## src/include/pre_map.svh

```systemverilog
// Register offsets, field positions, codes and timing of the rung evaluator
// Assumes a 32-bit classic Wishbone slave with byte addresses
`ifndef PRE_MAP_SVH
`define PRE_MAP_SVH

// Register byte offsets
`define PRE_OFF_CTRL      8'h00
`define PRE_OFF_STATE     8'h04
`define PRE_OFF_VARS      8'h08
`define PRE_OFF_IRQ_STAT  8'h0c
`define PRE_OFF_IRQ_MASK  8'h10
`define PRE_OFF_RUNG_BASE 8'h80

// Control register fields and reset values
`define PRE_CTRL_MODE_LSB 0
`define PRE_CTRL_MODE_MSB 3
`define PRE_CTRL_LAST_LSB 8
`define PRE_CTRL_LAST_MSB 12
`define PRE_CTRL_RESET    32'h0000_0000
`define PRE_MASK_RESET    2'h0
`define PRE_MODE_PLC      4'h5

// Rung word byte fields
`define PRE_RUNG_CA_LSB   24
`define PRE_RUNG_LOG_LSB  16
`define PRE_RUNG_CB_LSB   8
`define PRE_RUNG_ACT_LSB  0

// Logic operators
`define PRE_LOG_OR        8'h00
`define PRE_LOG_AND       8'h01
`define PRE_LOG_XOR       8'h02
`define PRE_LOG_NOR       8'h03

// Condition codes
`define PRE_CND_TRUE      8'h01
`define PRE_CND_IN_BASE   8'h32
`define PRE_CND_VAR_BASE  8'h64

// Action codes
`define PRE_ACT_JOG_REV   8'h05
`define PRE_ACT_JOG_FWD   8'h06
`define PRE_ACT_JOG_EN    8'h12
`define PRE_ACT_FAULT     8'h13
`define PRE_ACT_FWD       8'h14
`define PRE_ACT_REV       8'h15
`define PRE_ACT_ACC_GRP   8'h16
`define PRE_ACT_FLT_RST   8'h17
`define PRE_ACT_PRE_SRC   8'h18
`define PRE_ACT_PRE_B0    8'h19
`define PRE_ACT_PRE_B3    8'h1c
`define PRE_ACT_PTAB_SEL  8'h22
`define PRE_ACT_PTAB_B0   8'h23
`define PRE_ACT_PTAB_B1   8'h24
`define PRE_ACT_VAR_BASE  8'h28
`define PRE_ACT_PLC_RST   8'h45

// Sizes
`define PRE_NUM_VARS      10
`define PRE_NUM_IN        8
`define PRE_RUNG_AW       5
`define PRE_PRESET_ZERO   4'hf

// Interrupt bits
`define PRE_IRQ_SCAN      0
`define PRE_IRQ_FAULT     1

// Scan period
`define PRE_CLK_MHZ       40
`define PRE_SCAN_PERIOD_US 1000
`define PRE_SCAN_CYCLES   (`PRE_SCAN_PERIOD_US * `PRE_CLK_MHZ)

`endif

```

## src/include/pre_pkg.sv

```systemverilog
// Types shared by the rung evaluator modules
// Assumes nothing beyond a SystemVerilog compiler
package pre_pkg;

    typedef enum logic [1:0] {
        SC_IDLE,
        SC_FETCH,
        SC_EXEC,
        SC_COMMIT
    } pre_state_t;

    typedef struct packed {
        logic       runFwd;
        logic       runRev;
        logic       jogEn;
        logic       jogFwd;
        logic       jogRev;
        logic       fault;
        logic       faultReset;
        logic       accelGroup;
        logic       presetSrc;
        logic [3:0] presetIdx;
        logic       ptabSel;
        logic [1:0] ptabIdx;
    } pre_act_t;

endpackage

```

## src/include/pre_mem_if.sv

```systemverilog
// Carrier between the evaluator and its rung memory
// Assumes one clock shared by both ends
`timescale 1ns/10ps
`default_nettype none
interface pre_mem_if;
    logic        wrEn;
    logic [3:0]  wrSel;
    logic [4:0]  wrAddr;
    logic [31:0] wrData;
    logic [4:0]  scanAddr;
    logic [31:0] scanData;
    logic [4:0]  busAddr;
    logic [31:0] busData;

    modport mem  (input wrEn, wrSel, wrAddr, wrData, scanAddr, busAddr,
                  output scanData, busData);
    modport user (output wrEn, wrSel, wrAddr, wrData, scanAddr, busAddr,
                  input scanData, busData);
endinterface
`default_nettype wire

```

## src/rtl/pre_rung_mem.sv

```systemverilog
// Rung word store: one byte-lane write port, two registered read ports
// Assumes writes and reads on the same clock; no reset of contents
`timescale 1ns/10ps
`default_nettype none
module pre_rung_mem (
    // Clock
    input wire logic core_clk,
    // Access ports
    pre_mem_if.mem   mp
);
    // One store per lane, so each array has a single writing process
    genvar b;
    generate
        for (b = 0; b < 4; b = b + 1) begin : g_lane
            logic [7:0] laneStore [0:31];
            logic [7:0] scanByte_reg;
            logic [7:0] busByte_reg;

            always_ff @(posedge core_clk) begin
                if (mp.wrEn && mp.wrSel[b]) begin
                    laneStore[mp.wrAddr] <= mp.wrData[8*b +: 8];
                end
                scanByte_reg <= laneStore[mp.scanAddr];
                busByte_reg  <= laneStore[mp.busAddr];
            end

            assign mp.scanData[8*b +: 8] = scanByte_reg;
            assign mp.busData[8*b +: 8]  = busByte_reg;
        end
    endgenerate
endmodule
`default_nettype wire

```

## src/rtl/pre_cond_eval.sv

```systemverilog
// Combines the two conditions of one rung word through its operator
// Assumes inputs and variables are stable while the rung is evaluated
`timescale 1ns/10ps
`default_nettype none
`include "pre_map.svh"
module pre_cond_eval (
    // Rung and operands
    input  wire logic [31:0] rung,
    input  wire logic [7:0]  din,
    input  wire logic [9:0]  vars,
    // Result
    output logic             result
);
    logic [7:0] codeA;
    logic [7:0] codeB;
    logic [7:0] oper;
    logic       valA;
    logic       valB;

    // Unknown codes read as false
    function automatic logic condVal(input logic [7:0] code,
                                     input logic [7:0] dIn,
                                     input logic [9:0] v);
        logic [7:0] off;
        condVal = 1'b0;
        off     = 8'h00;
        if (code == `PRE_CND_TRUE) begin
            condVal = 1'b1;
        end else if (code >= `PRE_CND_IN_BASE &&
                     code < `PRE_CND_IN_BASE + 8'h08) begin
            off     = code - `PRE_CND_IN_BASE;
            condVal = dIn[off[2:0]];
        end else if (code >= `PRE_CND_VAR_BASE &&
                     code < `PRE_CND_VAR_BASE + 8'h0a) begin
            off     = code - `PRE_CND_VAR_BASE;
            condVal = v[off[3:0]];
        end
    endfunction

    assign codeA = rung[`PRE_RUNG_CA_LSB +: 8];
    assign oper  = rung[`PRE_RUNG_LOG_LSB +: 8];
    assign codeB = rung[`PRE_RUNG_CB_LSB +: 8];
    assign valA  = condVal(codeA, din, vars);
    assign valB  = condVal(codeB, din, vars);

    always_comb begin
        if (oper == `PRE_LOG_AND) begin
            result = valA & valB;
        end else if (oper == `PRE_LOG_XOR) begin
            result = valA ^ valB;
        end else if (oper == `PRE_LOG_NOR) begin
            result = ~(valA | valB);
        end else begin
            result = valA | valB;
        end
    end
endmodule
`default_nettype wire

```

## src/rtl/pre_rung_eval.sv

```systemverilog
// Rung evaluator top: Wishbone registers, rung scan, action outputs
// Assumes digital inputs and enable are synchronous to core_clk
`timescale 1ns/10ps
`default_nettype none
`include "pre_map.svh"
// Notes on behaviour
// Actions 28 down to 25 form a four-bit preset index, 0..14 = presets 1..15.
// A preset index of fifteen commands zero speed instead of a preset.
// Actions 36 and 35 form a two-bit index picking parameter table one..four.
// A rung word is condition A, operator, condition B, action, high byte first.
// With the preset source active and no index bits set the index is zero.
// Input 8 NOR false driving the fault action faults while input 8 is low.
// OR of two inputs drives jog enable; separate rungs pick the jog direction.
// Rungs are evaluated only while the mode field holds the PLC value.
// The enable input still gates running regardless of rung results.
// Rungs run in ascending order so earlier variable writes are seen later.
// A variable action sets its variable when true and clears it when false.
// Action 69 clears every logical variable when its condition is true.
// Operators are 0 OR, 1 AND, 2 XOR, 3 NOR; conditions are false, true, inputs, vars.
// One full scan per period, with all drive actions committed together at its end; variables change as rungs run.
module pre_rung_eval #(
    parameter int SCAN_CYCLES = `PRE_SCAN_CYCLES
) (
    // Clock and reset
    input  wire logic        core_clk,
    input  wire logic        reset_n,
    // Wishbone slave
    input  wire logic        cyc_i,
    input  wire logic        stb_i,
    input  wire logic        we_i,
    input  wire logic [7:0]  adr_i,
    input  wire logic [3:0]  sel_i,
    input  wire logic [31:0] dat_i,
    output logic             ack_o,
    output logic [31:0]      dat_o,
    // Field inputs
    input  wire logic [7:0]  digIn,
    input  wire logic        enableIn,
    // Drive commands
    output logic             runFwd,
    output logic             runRev,
    output logic             jogEn,
    output logic             jogFwd,
    output logic             jogRev,
    output logic             fault,
    output logic             faultReset,
    output logic             accelGroup,
    output logic             presetSrc,
    output logic [3:0]       presetIdx,
    output logic             zeroSpeed,
    output logic             paramTableSel,
    output logic [1:0]       paramTableIdx,
    // Interrupt
    output logic             irq
);
    pre_mem_if memBus ();

    logic [31:0]        ctrl_reg;
    logic [1:0]         irqMask_reg;
    logic [1:0]         irqStat_reg;
    logic               busPend_reg;
    logic [31:0]        tick_reg;
    logic               tick;
    pre_pkg::pre_state_t state_reg;
    logic [4:0]         rungIdx_reg;
    logic [9:0]         vars_reg;
    pre_pkg::pre_act_t  shadow_reg;
    pre_pkg::pre_act_t  act_reg;
    logic               faultPrev_reg;
    logic               result;
    logic [7:0]         actCode;
    logic [7:0]         actOff;
    logic               plcMode;
    logic               busDo;
    logic               busWr;
    logic               rungHit;
    logic [31:0]        busMask;
    logic [31:0]        rdMux;
    logic [1:0]         irqSet;
    logic [1:0]         irqClr;
    logic               scanDone;

    assign plcMode = ctrl_reg[`PRE_CTRL_MODE_MSB:`PRE_CTRL_MODE_LSB]
                     == `PRE_MODE_PLC;
    assign busDo   = busPend_reg;
    assign busWr   = busDo && we_i;
    assign rungHit = adr_i >= `PRE_OFF_RUNG_BASE;
    assign busMask = {{8{sel_i[3]}}, {8{sel_i[2]}},
                      {8{sel_i[1]}}, {8{sel_i[0]}}};
    assign actCode = memBus.scanData[`PRE_RUNG_ACT_LSB +: 8];
    assign actOff  = actCode - `PRE_ACT_PRE_B0;

    // Rung words live in their own store
    assign memBus.wrEn     = busWr && rungHit;
    assign memBus.wrSel    = sel_i;
    assign memBus.wrAddr   = adr_i[6:2];
    assign memBus.wrData   = dat_i;
    assign memBus.busAddr  = adr_i[6:2];
    assign memBus.scanAddr = rungIdx_reg;

    pre_rung_mem u_mem (
        .core_clk (core_clk),
        .mp       (memBus.mem)
    );

    pre_cond_eval u_cond (
        .rung   (memBus.scanData),
        .din    (digIn),
        .vars   (vars_reg),
        .result (result)
    );

    // Read mux; unmapped words read as zero
    always_comb begin
        rdMux = 32'h0000_0000;
        if (rungHit) begin
            rdMux = memBus.busData;
        end else if (adr_i == `PRE_OFF_CTRL) begin
            rdMux = ctrl_reg;
        end else if (adr_i == `PRE_OFF_STATE) begin
            rdMux = {15'h0000, state_reg != pre_pkg::SC_IDLE, act_reg};
        end else if (adr_i == `PRE_OFF_VARS) begin
            rdMux = {22'h000000, vars_reg};
        end else if (adr_i == `PRE_OFF_IRQ_STAT) begin
            rdMux = {30'h00000000, irqStat_reg};
        end else if (adr_i == `PRE_OFF_IRQ_MASK) begin
            rdMux = {30'h00000000, irqMask_reg};
        end
    end

    // Two-cycle answer gives the store time to read
    always_ff @(posedge core_clk) begin
        if (!reset_n) begin
            busPend_reg <= 1'b0;
            ack_o       <= 1'b0;
            dat_o       <= 32'h0000_0000;
        end else begin
            busPend_reg <= cyc_i && stb_i && !busPend_reg && !ack_o;
            ack_o       <= busDo;
            if (busDo && !we_i) begin
                dat_o <= rdMux;
            end
        end
    end

    // Control and mask registers
    always_ff @(posedge core_clk) begin
        if (!reset_n) begin
            ctrl_reg    <= `PRE_CTRL_RESET;
            irqMask_reg <= `PRE_MASK_RESET;
        end else if (busWr) begin
            if (adr_i == `PRE_OFF_CTRL) begin
                ctrl_reg <= (ctrl_reg & ~busMask) | (dat_i & busMask);
            end else if (adr_i == `PRE_OFF_IRQ_MASK && sel_i[0]) begin
                irqMask_reg <= dat_i[1:0];
            end
        end
    end

    // Scan period divider
    always_ff @(posedge core_clk) begin
        if (!reset_n) begin
            tick_reg <= 32'h0000_0000;
            tick     <= 1'b0;
        end else if (tick_reg == 32'(SCAN_CYCLES - 1)) begin
            tick_reg <= 32'h0000_0000;
            tick     <= 1'b1;
        end else begin
            tick_reg <= tick_reg + 32'h0000_0001;
            tick     <= 1'b0;
        end
    end

    // Scan sequencer
    always_ff @(posedge core_clk) begin
        if (!reset_n) begin
            state_reg   <= pre_pkg::SC_IDLE;
            rungIdx_reg <= 5'h00;
        end else if (!plcMode) begin
            state_reg   <= pre_pkg::SC_IDLE;
            rungIdx_reg <= 5'h00;
        end else begin
            case (state_reg)
                pre_pkg::SC_IDLE: begin
                    if (tick) begin
                        state_reg   <= pre_pkg::SC_FETCH;
                        rungIdx_reg <= 5'h00;
                    end
                end
                pre_pkg::SC_FETCH: begin
                    state_reg <= pre_pkg::SC_EXEC;
                end
                pre_pkg::SC_EXEC: begin
                    // Last index lowered mid-scan ends the scan at once
                    if (rungIdx_reg >=
                        ctrl_reg[`PRE_CTRL_LAST_MSB:`PRE_CTRL_LAST_LSB]) begin
                        state_reg <= pre_pkg::SC_COMMIT;
                    end else begin
                        state_reg   <= pre_pkg::SC_FETCH;
                        rungIdx_reg <= rungIdx_reg + 5'h01;
                    end
                end
                default: begin
                    state_reg <= pre_pkg::SC_IDLE;
                end
            endcase
        end
    end

    // Logical variables persist across scans
    always_ff @(posedge core_clk) begin
        if (!reset_n) begin
            vars_reg <= 10'h000;
        end else if (plcMode && state_reg == pre_pkg::SC_EXEC) begin
            if (actCode == `PRE_ACT_PLC_RST) begin
                if (result) begin
                    vars_reg <= 10'h000;
                end
            end else if (actCode >= `PRE_ACT_VAR_BASE &&
                         actCode < `PRE_ACT_VAR_BASE + 8'h0a) begin
                vars_reg[4'(actCode - `PRE_ACT_VAR_BASE)] <= result;
            end
        end
    end

    // Actions build up in a shadow during the scan
    always_ff @(posedge core_clk) begin
        if (!reset_n) begin
            shadow_reg <= '0;
        end else if (state_reg == pre_pkg::SC_IDLE) begin
            shadow_reg <= '0;
        end else if (state_reg == pre_pkg::SC_EXEC) begin
            case (actCode)
                `PRE_ACT_JOG_REV:  shadow_reg.jogRev     <= result;
                `PRE_ACT_JOG_FWD:  shadow_reg.jogFwd     <= result;
                `PRE_ACT_JOG_EN:   shadow_reg.jogEn      <= result;
                `PRE_ACT_FAULT:    shadow_reg.fault      <= result;
                `PRE_ACT_FWD:      shadow_reg.runFwd     <= result;
                `PRE_ACT_REV:      shadow_reg.runRev     <= result;
                `PRE_ACT_ACC_GRP:  shadow_reg.accelGroup <= result;
                `PRE_ACT_FLT_RST:  shadow_reg.faultReset <= result;
                `PRE_ACT_PRE_SRC:  shadow_reg.presetSrc  <= result;
                `PRE_ACT_PTAB_SEL: shadow_reg.ptabSel    <= result;
                `PRE_ACT_PTAB_B0:  shadow_reg.ptabIdx[0] <= result;
                `PRE_ACT_PTAB_B1:  shadow_reg.ptabIdx[1] <= result;
                default: begin
                    if (actCode >= `PRE_ACT_PRE_B0 &&
                        actCode <= `PRE_ACT_PRE_B3) begin
                        shadow_reg.presetIdx[actOff[1:0]] <= result;
                    end
                end
            endcase
        end
    end

    // Committed actions change only at the end of a scan, or clear when the mode leaves PLC
    assign scanDone = state_reg == pre_pkg::SC_COMMIT;

    always_ff @(posedge core_clk) begin
        if (!reset_n) begin
            act_reg <= '0;
        end else if (!plcMode) begin
            act_reg <= '0;
        end else if (scanDone) begin
            act_reg <= shadow_reg;
        end
    end

    // Drive commands; enable still holds off motion
    always_ff @(posedge core_clk) begin
        if (!reset_n) begin
            runFwd        <= 1'b0;
            runRev        <= 1'b0;
            jogEn         <= 1'b0;
            jogFwd        <= 1'b0;
            jogRev        <= 1'b0;
            fault         <= 1'b0;
            faultReset    <= 1'b0;
            accelGroup    <= 1'b0;
            presetSrc     <= 1'b0;
            presetIdx     <= 4'h0;
            zeroSpeed     <= 1'b0;
            paramTableSel <= 1'b0;
            paramTableIdx <= 2'h0;
        end else begin
            runFwd        <= enableIn && act_reg.runFwd;
            runRev        <= enableIn && act_reg.runRev;
            jogEn         <= enableIn && act_reg.jogEn;
            jogFwd        <= act_reg.jogFwd;
            jogRev        <= act_reg.jogRev;
            fault         <= act_reg.fault;
            faultReset    <= act_reg.faultReset;
            accelGroup    <= act_reg.accelGroup;
            presetSrc     <= act_reg.presetSrc;
            presetIdx     <= act_reg.presetIdx;
            zeroSpeed     <= act_reg.presetSrc &&
                             act_reg.presetIdx == `PRE_PRESET_ZERO;
            paramTableSel <= act_reg.ptabSel;
            paramTableIdx <= act_reg.ptabIdx;
        end
    end

    // Sticky events; a new event beats a same-cycle clear
    assign irqSet[`PRE_IRQ_SCAN]  = scanDone;
    assign irqSet[`PRE_IRQ_FAULT] = act_reg.fault && !faultPrev_reg;
    assign irqClr = (busWr && adr_i == `PRE_OFF_IRQ_STAT && sel_i[0])
                    ? dat_i[1:0] : 2'h0;

    always_ff @(posedge core_clk) begin
        if (!reset_n) begin
            irqStat_reg   <= 2'h0;
            faultPrev_reg <= 1'b0;
            irq           <= 1'b0;
        end else begin
            irqStat_reg   <= (irqStat_reg & ~irqClr) | irqSet;
            faultPrev_reg <= act_reg.fault;
            irq           <= |(irqStat_reg & irqMask_reg);
        end
    end
endmodule
`default_nettype wire

```

## config.mk

```make
export PLATFORM = sky130hd
export DESIGN_NAME = pre_rung_eval
export DESIGN_NICKNAME = d
export VERILOG_FILES = /design/src/include/pre_pkg.sv /design/src/include/pre_mem_if.sv /design/src/rtl/pre_rung_mem.sv /design/src/rtl/pre_cond_eval.sv /design/src/rtl/pre_rung_eval.sv
export VERILOG_INCLUDE_DIRS = /design/src /design/src/include
export SDC_FILE = /design/constraint.sdc
export NUM_CORES = 2
export LEC_CHECK = 0
export ABC_AREA = 1
export CELL_PAD_IN_SITES_DETAIL_PLACEMENT = 0
export CELL_PAD_IN_SITES_GLOBAL_PLACEMENT = 1
export CORE_MARGIN = 1.5
export CORE_UTILIZATION = 49
export DETAILED_ROUTE_END_ITERATION = 10
export DONT_BUFFER_PORTS = 1
export GPL_ROUTABILITY_DRIVEN = 0
export PLACE_DENSITY_LB_ADDON = 0.3
export SLEW_MARGIN = 20
export SYNTH_ARGS = -nofsm -noshare
export SYNTH_HDL_FRONTEND = slang
export SYNTH_HIERARCHICAL = 1
export SYNTH_SLANG_ARGS = --single-unit
```

## constraint.sdc

```tcl
create_clock -name core_clk -period 3.6 [get_ports core_clk]
set_input_delay 0.72 -clock core_clk [delete_from_list [all_inputs] [get_ports core_clk]]
set_output_delay 0.72 -clock core_clk [all_outputs]
set_load 0.005 [all_outputs]
```

# Word-level counts from Yosys, hierarchy flattened
# Memory sizes are Yosys's and may differ from the RTL's. A register that Yosys moved wholly into a read port is not among the register bits.
# Cells that the tools add are included.
[word_totals]
register_bits = 170
ram_bits = 1024
input_bits = 58
out_inout_bits = 51
n_memories = 4
[mem_list]
columns = ["memory", "depth", "width", "rd", "rd_ports_with_merged_regs", "wr", "line", "source"]
rows = [
  ["u_mem.g_lane[0].laneStore", 32, 8, 2, 2, 1, "pre_rung_mem.sv:15", "logic [7:0] laneStore [0:31];"],
  ["u_mem.g_lane[1].laneStore", 32, 8, 2, 2, 1, "pre_rung_mem.sv:15", ""],
  ["u_mem.g_lane[2].laneStore", 32, 8, 2, 2, 1, "pre_rung_mem.sv:15", ""],
  ["u_mem.g_lane[3].laneStore", 32, 8, 2, 2, 1, "pre_rung_mem.sv:15", ""],
]
[op_classes]
n_addsub = 8
order_cmp = 22
n_eq_ne = 31
mux = 48
bitwise_logic = 15
n_reduce_logical = 58
[op_table]
columns = ["op", "n"]
rows = [
  ["AND 32 bit", 2],
  ["equality test 8 x 5 -> 1 bit, second input constant", 8],
  ["2-to-1 mux 32 bit", 2],
  ["2-to-1 mux 10 bit", 4],
  ["adder 32 x 1 -> 32 bit, second input constant", 1],
  ["equality test 32 x 16 -> 1 bit, second input constant", 1],
  ["inverter 32 bit", 1],
  ["bitwise OR 32 bit", 1],
  ["AND reduction 2 bit", 14],
  ["logical AND 1 bit", 27],
  ["equality test 8 x 1 -> 1 bit, second input constant", 3],
  ["equality test 8 x 3 -> 1 bit, second input constant", 3],
  ["equality test 8 x 6 -> 1 bit, second input constant", 3],
  [">= comparator 8 x 6 -> 1 bit, second input constant", 3],
  ["< comparator 8 x 6 -> 1 bit, second input constant", 3],
  ["2-to-1 mux 1 bit", 24],
  ["2-to-1 mux 17 bit", 1],
  ["equality test 8 x 2 -> 1 bit, second input constant", 2],
  ["equality test 8 x 4 -> 1 bit, second input constant", 2],
  [">= comparator 8 x 7 -> 1 bit, second input constant", 2],
  ["< comparator 8 x 7 -> 1 bit, second input constant", 2],
  ["< comparator 4 x 5 -> 1 bit, second input constant", 3],
  ["AND reduction 3 bit", 4],
  ["OR reduction 12 bit", 1],
  ["other kinds (41)", 65],
]

# Depth between registers and ports, before layout
[depth]
word_depth = 14
ltp_mapped = 21
ltp_nobuf = 21

# Hierarchy
# The synthesis kept the hierarchy.
[modules_own_cells]
columns = ["mod", "instances", "cells_per_inst", "area_each_um2"]
rows = [
  ["pre_rung_mem", 1, 6144, 54155.7],
  ["pre_rung_eval", 1, 1094, 7811.2],
  ["pre_cond_eval", 1, 173, 850.8],
]

# Least setup slack after synthesis
# Ideal clock, no wire load.
[synth_path]
path_kind = "register to register"
startpoint = "register u_mem.g_lane[3].scanByte_reg[2] (read register of u_mem.g_lane[3].laneStore)"
endpoint = "register shadow_reg[11] in the netlist's numbering"
arrival_time_ns = 2.499
required_ns = 3.530
setup_slack_ns = 1.031
stages_incl_launch_ff = 20
path_buffers = 1
synth_period_minus_slack_ns = 2.569
path_cell_list = "dfxtp_1 inv_1 ha_1 inv_1 nor2_1 nand3_1 nand2_1 nand2_1 nand3_1 nor2_1 nor2_1 ha_1 a21oi_1 a21oi_1 nand2_1 nand2_1 inv_1 clkbuf_1 or2_2 a21oi_1"
[synth_via]
elab_chain_cells = 11
elab_cells_between_ends = 23
cone_classes = "add/sub (2); order compare (4); eq/ne (1); mux (10); bitwise (4); reduce/logical (2)"
[synth_rtl]
columns = ["element", "line", "source"]
rows = [
  ["from (decl)", "pre_rung_mem.sv:16", "logic [7:0] scanByte_reg;"],
  ["subtractor 4 x 3 -> 4 bit (no source line)", "n/a", ""],
  ["binary-select mux 1 bit (select 4 bit)", "pre_cond_eval.sv:36", "condVal = v[off[3:0]];"],
  ["2-to-1 mux 1 bit (implied by the code)", "pre_cond_eval.sv:36", ""],
  ["2-to-1 mux 1 bit", "pre_cond_eval.sv:33", "end else if (code >= `PRE_CND_VAR_BASE &&"],
  ["2-to-1 mux 1 bit", "pre_cond_eval.sv:29", "end else if (code >= `PRE_CND_IN_BASE &&"],
  ["2-to-1 mux 1 bit (*)", "pre_cond_eval.sv:27", "if (code == `PRE_CND_TRUE) begin"],
  ["bitwise OR 1 bit", "pre_cond_eval.sv:52, pre_cond_eval.sv:54", ""],
  ["inverter 1 bit", "pre_cond_eval.sv:52", "result = ~(valA | valB);"],
  ["2-to-1 mux 1 bit", "pre_cond_eval.sv:51", "end else if (oper == `PRE_LOG_NOR) begin"],
  ["2-to-1 mux 1 bit", "pre_cond_eval.sv:49", "end else if (oper == `PRE_LOG_XOR) begin"],
  ["2-to-1 mux 1 bit (*)", "pre_cond_eval.sv:47", "if (oper == `PRE_LOG_AND) begin"],
  ["via result", "pre_rung_eval.sv:70", "logic result;"],
  ["to (decl)", "pre_rung_eval.sv:67", "pre_pkg::pre_act_t shadow_reg;"],
]
# Mark *: on every way through the listed nets, which the timed path passes. The rest lies on a longest branch. The select of a mux whose other input is x is not followed.
# A chain may end at the register's enable or synchronous reset.

# Worst setup path after layout
[layout_path]
startpoint = "input port adr_i[2]"
endpoint = "memory u_mem.g_lane[3].laneStore[20][5] (enable)"
[layout_via]
elab_chain_cells = 5
[layout_rtl]
columns = ["element", "line", "source"]
rows = [
  ["from (decl)", "pre_rung_eval.sv:31", "input wire logic [7:0] adr_i,"],
  [">= comparator 8 bit (no source line)", "n/a", ""],
  ["logical AND 1 bit", "pre_rung_eval.sv:94", "assign memBus.wrEn = busWr && rungHit;"],
  ["logical AND 1 bit", "pre_rung_mem.sv:20", "if (mp.wrEn && mp.wrSel[b]) begin"],
  ["2-to-1 mux 1 bit", "pre_rung_mem.sv:20", ""],
  ["2-to-1 mux 1 bit (implied by the code)", "pre_rung_mem.sv:21", "laneStore[mp.wrAddr] <= mp.wrData[8*b +: 8];"],
  ["to (decl)", "pre_rung_mem.sv:15", ""],
]
# Parallel ways exist; a longest one is shown, timed or not.

==> flow_metrics.tcl <==
set metrics [dict create \
    outcome "finished with violations" \
    violations "slew limit, setup timing" \
    p_seq_share_pct 50.3 \
    die_height_um 361 \
    rows 131 \
    path_cells "nor2_1 -> nand2_1 -> nor2_1 -> buf_4" \
    fin_skew_ns 0.0295 \
    hold_buffers 39 \
    ys_ff_latch 1258 \
    path_max_fanout 520 \
    utilization_pct 54.2 \
    netSwitchingPower_w 0.00695 \
    crit_path_frequent_cell "nor2_1" \
    synthCells 7411 \
    synth_ff_type "edfxtp_1" \
    grt_setup_unrepaired "false" \
    cp.required_ns 4.06 \
    clk_latency_ns 0.79 \
    fin_crit_sh_pct 120 \
    async_flop_share_pct 0 \
    slowest_stage "nor2_1" \
    die_w_um 361 \
    finalMaxSlewViolations 284 \
    place_inst 8800 \
    p_clk_share_pct 45.5 \
    area_delta_synth_final_pct 9.79 \
    synth-edff-count 1024 \
    syn_nets 7488 \
    final_common_cell "nand2_1" \
    synth.avg_cell_area_um2 8.48 \
    fin_total_pwr_w 0.0315 \
    wirelength_mm 226 \
    firstDrtPassIters 7 \
    p_leak_nw 27.3 \
    ant_nets 0 \
    setup_viol 512 \
    worstHoldPathType "in -> reg" \
    max-vdd-ir-drop_uv 454 \
    endpoint_kind "flop" \
    grt_pass1_wl_mm 330 \
    maxCapViolCount 0 \
    vias 54200 \
    drive_gt1_share_pct 6.73 \
    synth_cell_types 42 \
    final_cell_mix "3,209 x nand2_1, 1,642 x nand3_1, 1,024 x edfxtp_1, 264 x nor2_1, 229 x dfxtp_1" \
    powerDensity_nw_per_um2 456 \
    period_needed_ns 4.32 \
    cts_root_buffer "clkbuf_16" \
    worstPathArrival_ns 4.78 \
    cts_resized 0 \
    layoutNonFillerInstCount 9097 \
    worstMarginPinSlew_ns 2.95 \
    yosysWarnings 6 \
    max_stage_delay_ns 1.37 \
    grt_max_degree 521 \
    numCtsBuffers 142 \
    rrSetupSlack_ns 0.57 \
    combPwrFrac_pct 4.2 \
    track_usage_pct 34.1 \
    initial_core_util_pct 49.3 \
    h-tree-depth 4 \
    cts_tree "done" \
    antenna_found_initial 15 \
    grt_pass1_vias 50800 \
    drt_iter0_markers 7586 \
    ioPinCount 109 \
    intPower_w 0.0245 \
    final_nets 7398 \
    worstSetupPathType "in -> reg" \
    fin_ws_ns -0.719 \
    start_kind "primary input" \
    post-cts-setup-buffers 0 \
    design.core.area_um2 127000 \
    wl_per_cell_um 24.8 \
    ys_seq_area_share_pct 56.4 \
    largest_register_ffs 1024 \
    path_clk_slew_ns 0.05 \
    slew_headroom_pct -96.8 \
    cts_buffer_depth 3 \
    timing.hold.ws_ns 0.0373 \
    finalHoldViolCount 0 \
    max_freq_mhz 232 \
    io_buffers 0 \
    drc 0 \
    syn_area_um2 62800 \
    via_per_inst 5.96 \
    fillerInstances 11400 \
    clkSinkCount 1258 \
    fp.dieArea_um2 130000 \
    place_hpwl_mm 131 \
    overflow 0 \
    switching_share_pct 22.1 \
]
[through the flow]
step / area (um^2) / TNS, ns / setup WS, ns
2_1_floorplan: 62800 / 0 / 1.03
3_3_place_gp: 63900 / 0 / 0.556
3_5_place_dp: 63900 / 0 / 0.580
4_1_cts: 69000 / 0 / 0.577
5_1_grt: 69000 / 0 / 0.220
6_report: 69000 / -224.13 / -0.719
[logic make-up after synthesis]
kind of cell | share of synthesized area (%)
flops | 56.4
fa+ha+maj | 0.378
buf+inv | 6.02
simple gates | 35.0
compound gates | 1.85
xor+xnor | 0.321
[worst max-delay path: cells and delay by family]
family,cells,cell delay [ns]
simple gates,3,2.34
buf+inv,1,0.29
[metal layers]
metal / up-vias / global-route usage, % / part of all wire (%)
met2: 3269 / 51.4 / 44
met1: 25700 / 46.8 / 39
met3: 531 / 6.99 / 11
met5: - / 0 / 0.025
li1: 24700 / - / -
met4: 8 / 17.1 / 5.1
[synthesized netlist by cell type (all sizes together), types with 6 or more instances]
| cell type | n | area (um^2) |
|---|---|---|
| xor2 | 19 | 166 |
| ha | 19 | 238 |
| nand3b | 6 | 45.0 |
| o211ai | 11 | 82.6 |
| nand4 | 39 | 250 |
| buf | 444 | 2930 |
| nor3 | 33 | 180 |
| nand3 | 1643 | 8230 |
| o21ai | 61 | 309 |
| a21oi | 133 | 666 |
| nor2 | 282 | 1160 |
| inv | 169 | 644 |
| edfxtp | 1024 | 30700 |
| dfxtp | 234 | 4680 |
| nand2 | 3217 | 12100 |
| clkbuf | 54 | 203 |
[power groups by stage]
stage | combinational, W | clock [W] | sequential [W]
2_1_floorplan | 0.000940 | 0 | 0.0161
3_3_place_gp | 0.00107 | 0 | 0.0161
3_5_place_dp | 0.00108 | 0 | 0.0161
4_1_cts | 0.00125 | 0.0144 | 0.0158
5_1_grt | 0.00140 | 0.0150 | 0.0158
6_report | 0.00131 | 0.0143 | 0.0158
[layout make-up]
cell class	instances	area (um^2)	share of cell area (%)
repair buffers	264	2590	3.76
inverters	169	692	1.00
flip-flops and latches	1258	35500	51.4
well taps	1662	2080	3.02
clock inverters	66	526	0.762
clock buffers	189	4020	5.83
diodes	3	7.51	0.0109
multi-input cells	5486	23600	34.2
[final timing paths]
kind                                                     end                                     from  cells past startpoint
setup reg to reg                    vars_reg[3]$_SDFFE_PN0P_  u_mem/g_lane[3].scanByte_reg[1]$_DFF_P_                     17
hold reg to reg                            jogRev$_SDFF_PN0_                 act_reg[11]$_SDFFE_PN0P_                      2
setup / recovery  u_mem/g_lane[3].laneStore[20][5]$_DFFE_PP_                                 adr_i[2]                      4
hold / removal    u_mem/g_lane[1].laneStore[28][5]$_DFFE_PP_                                dat_i[13]                      0
(Power assumes the default switching activity.)
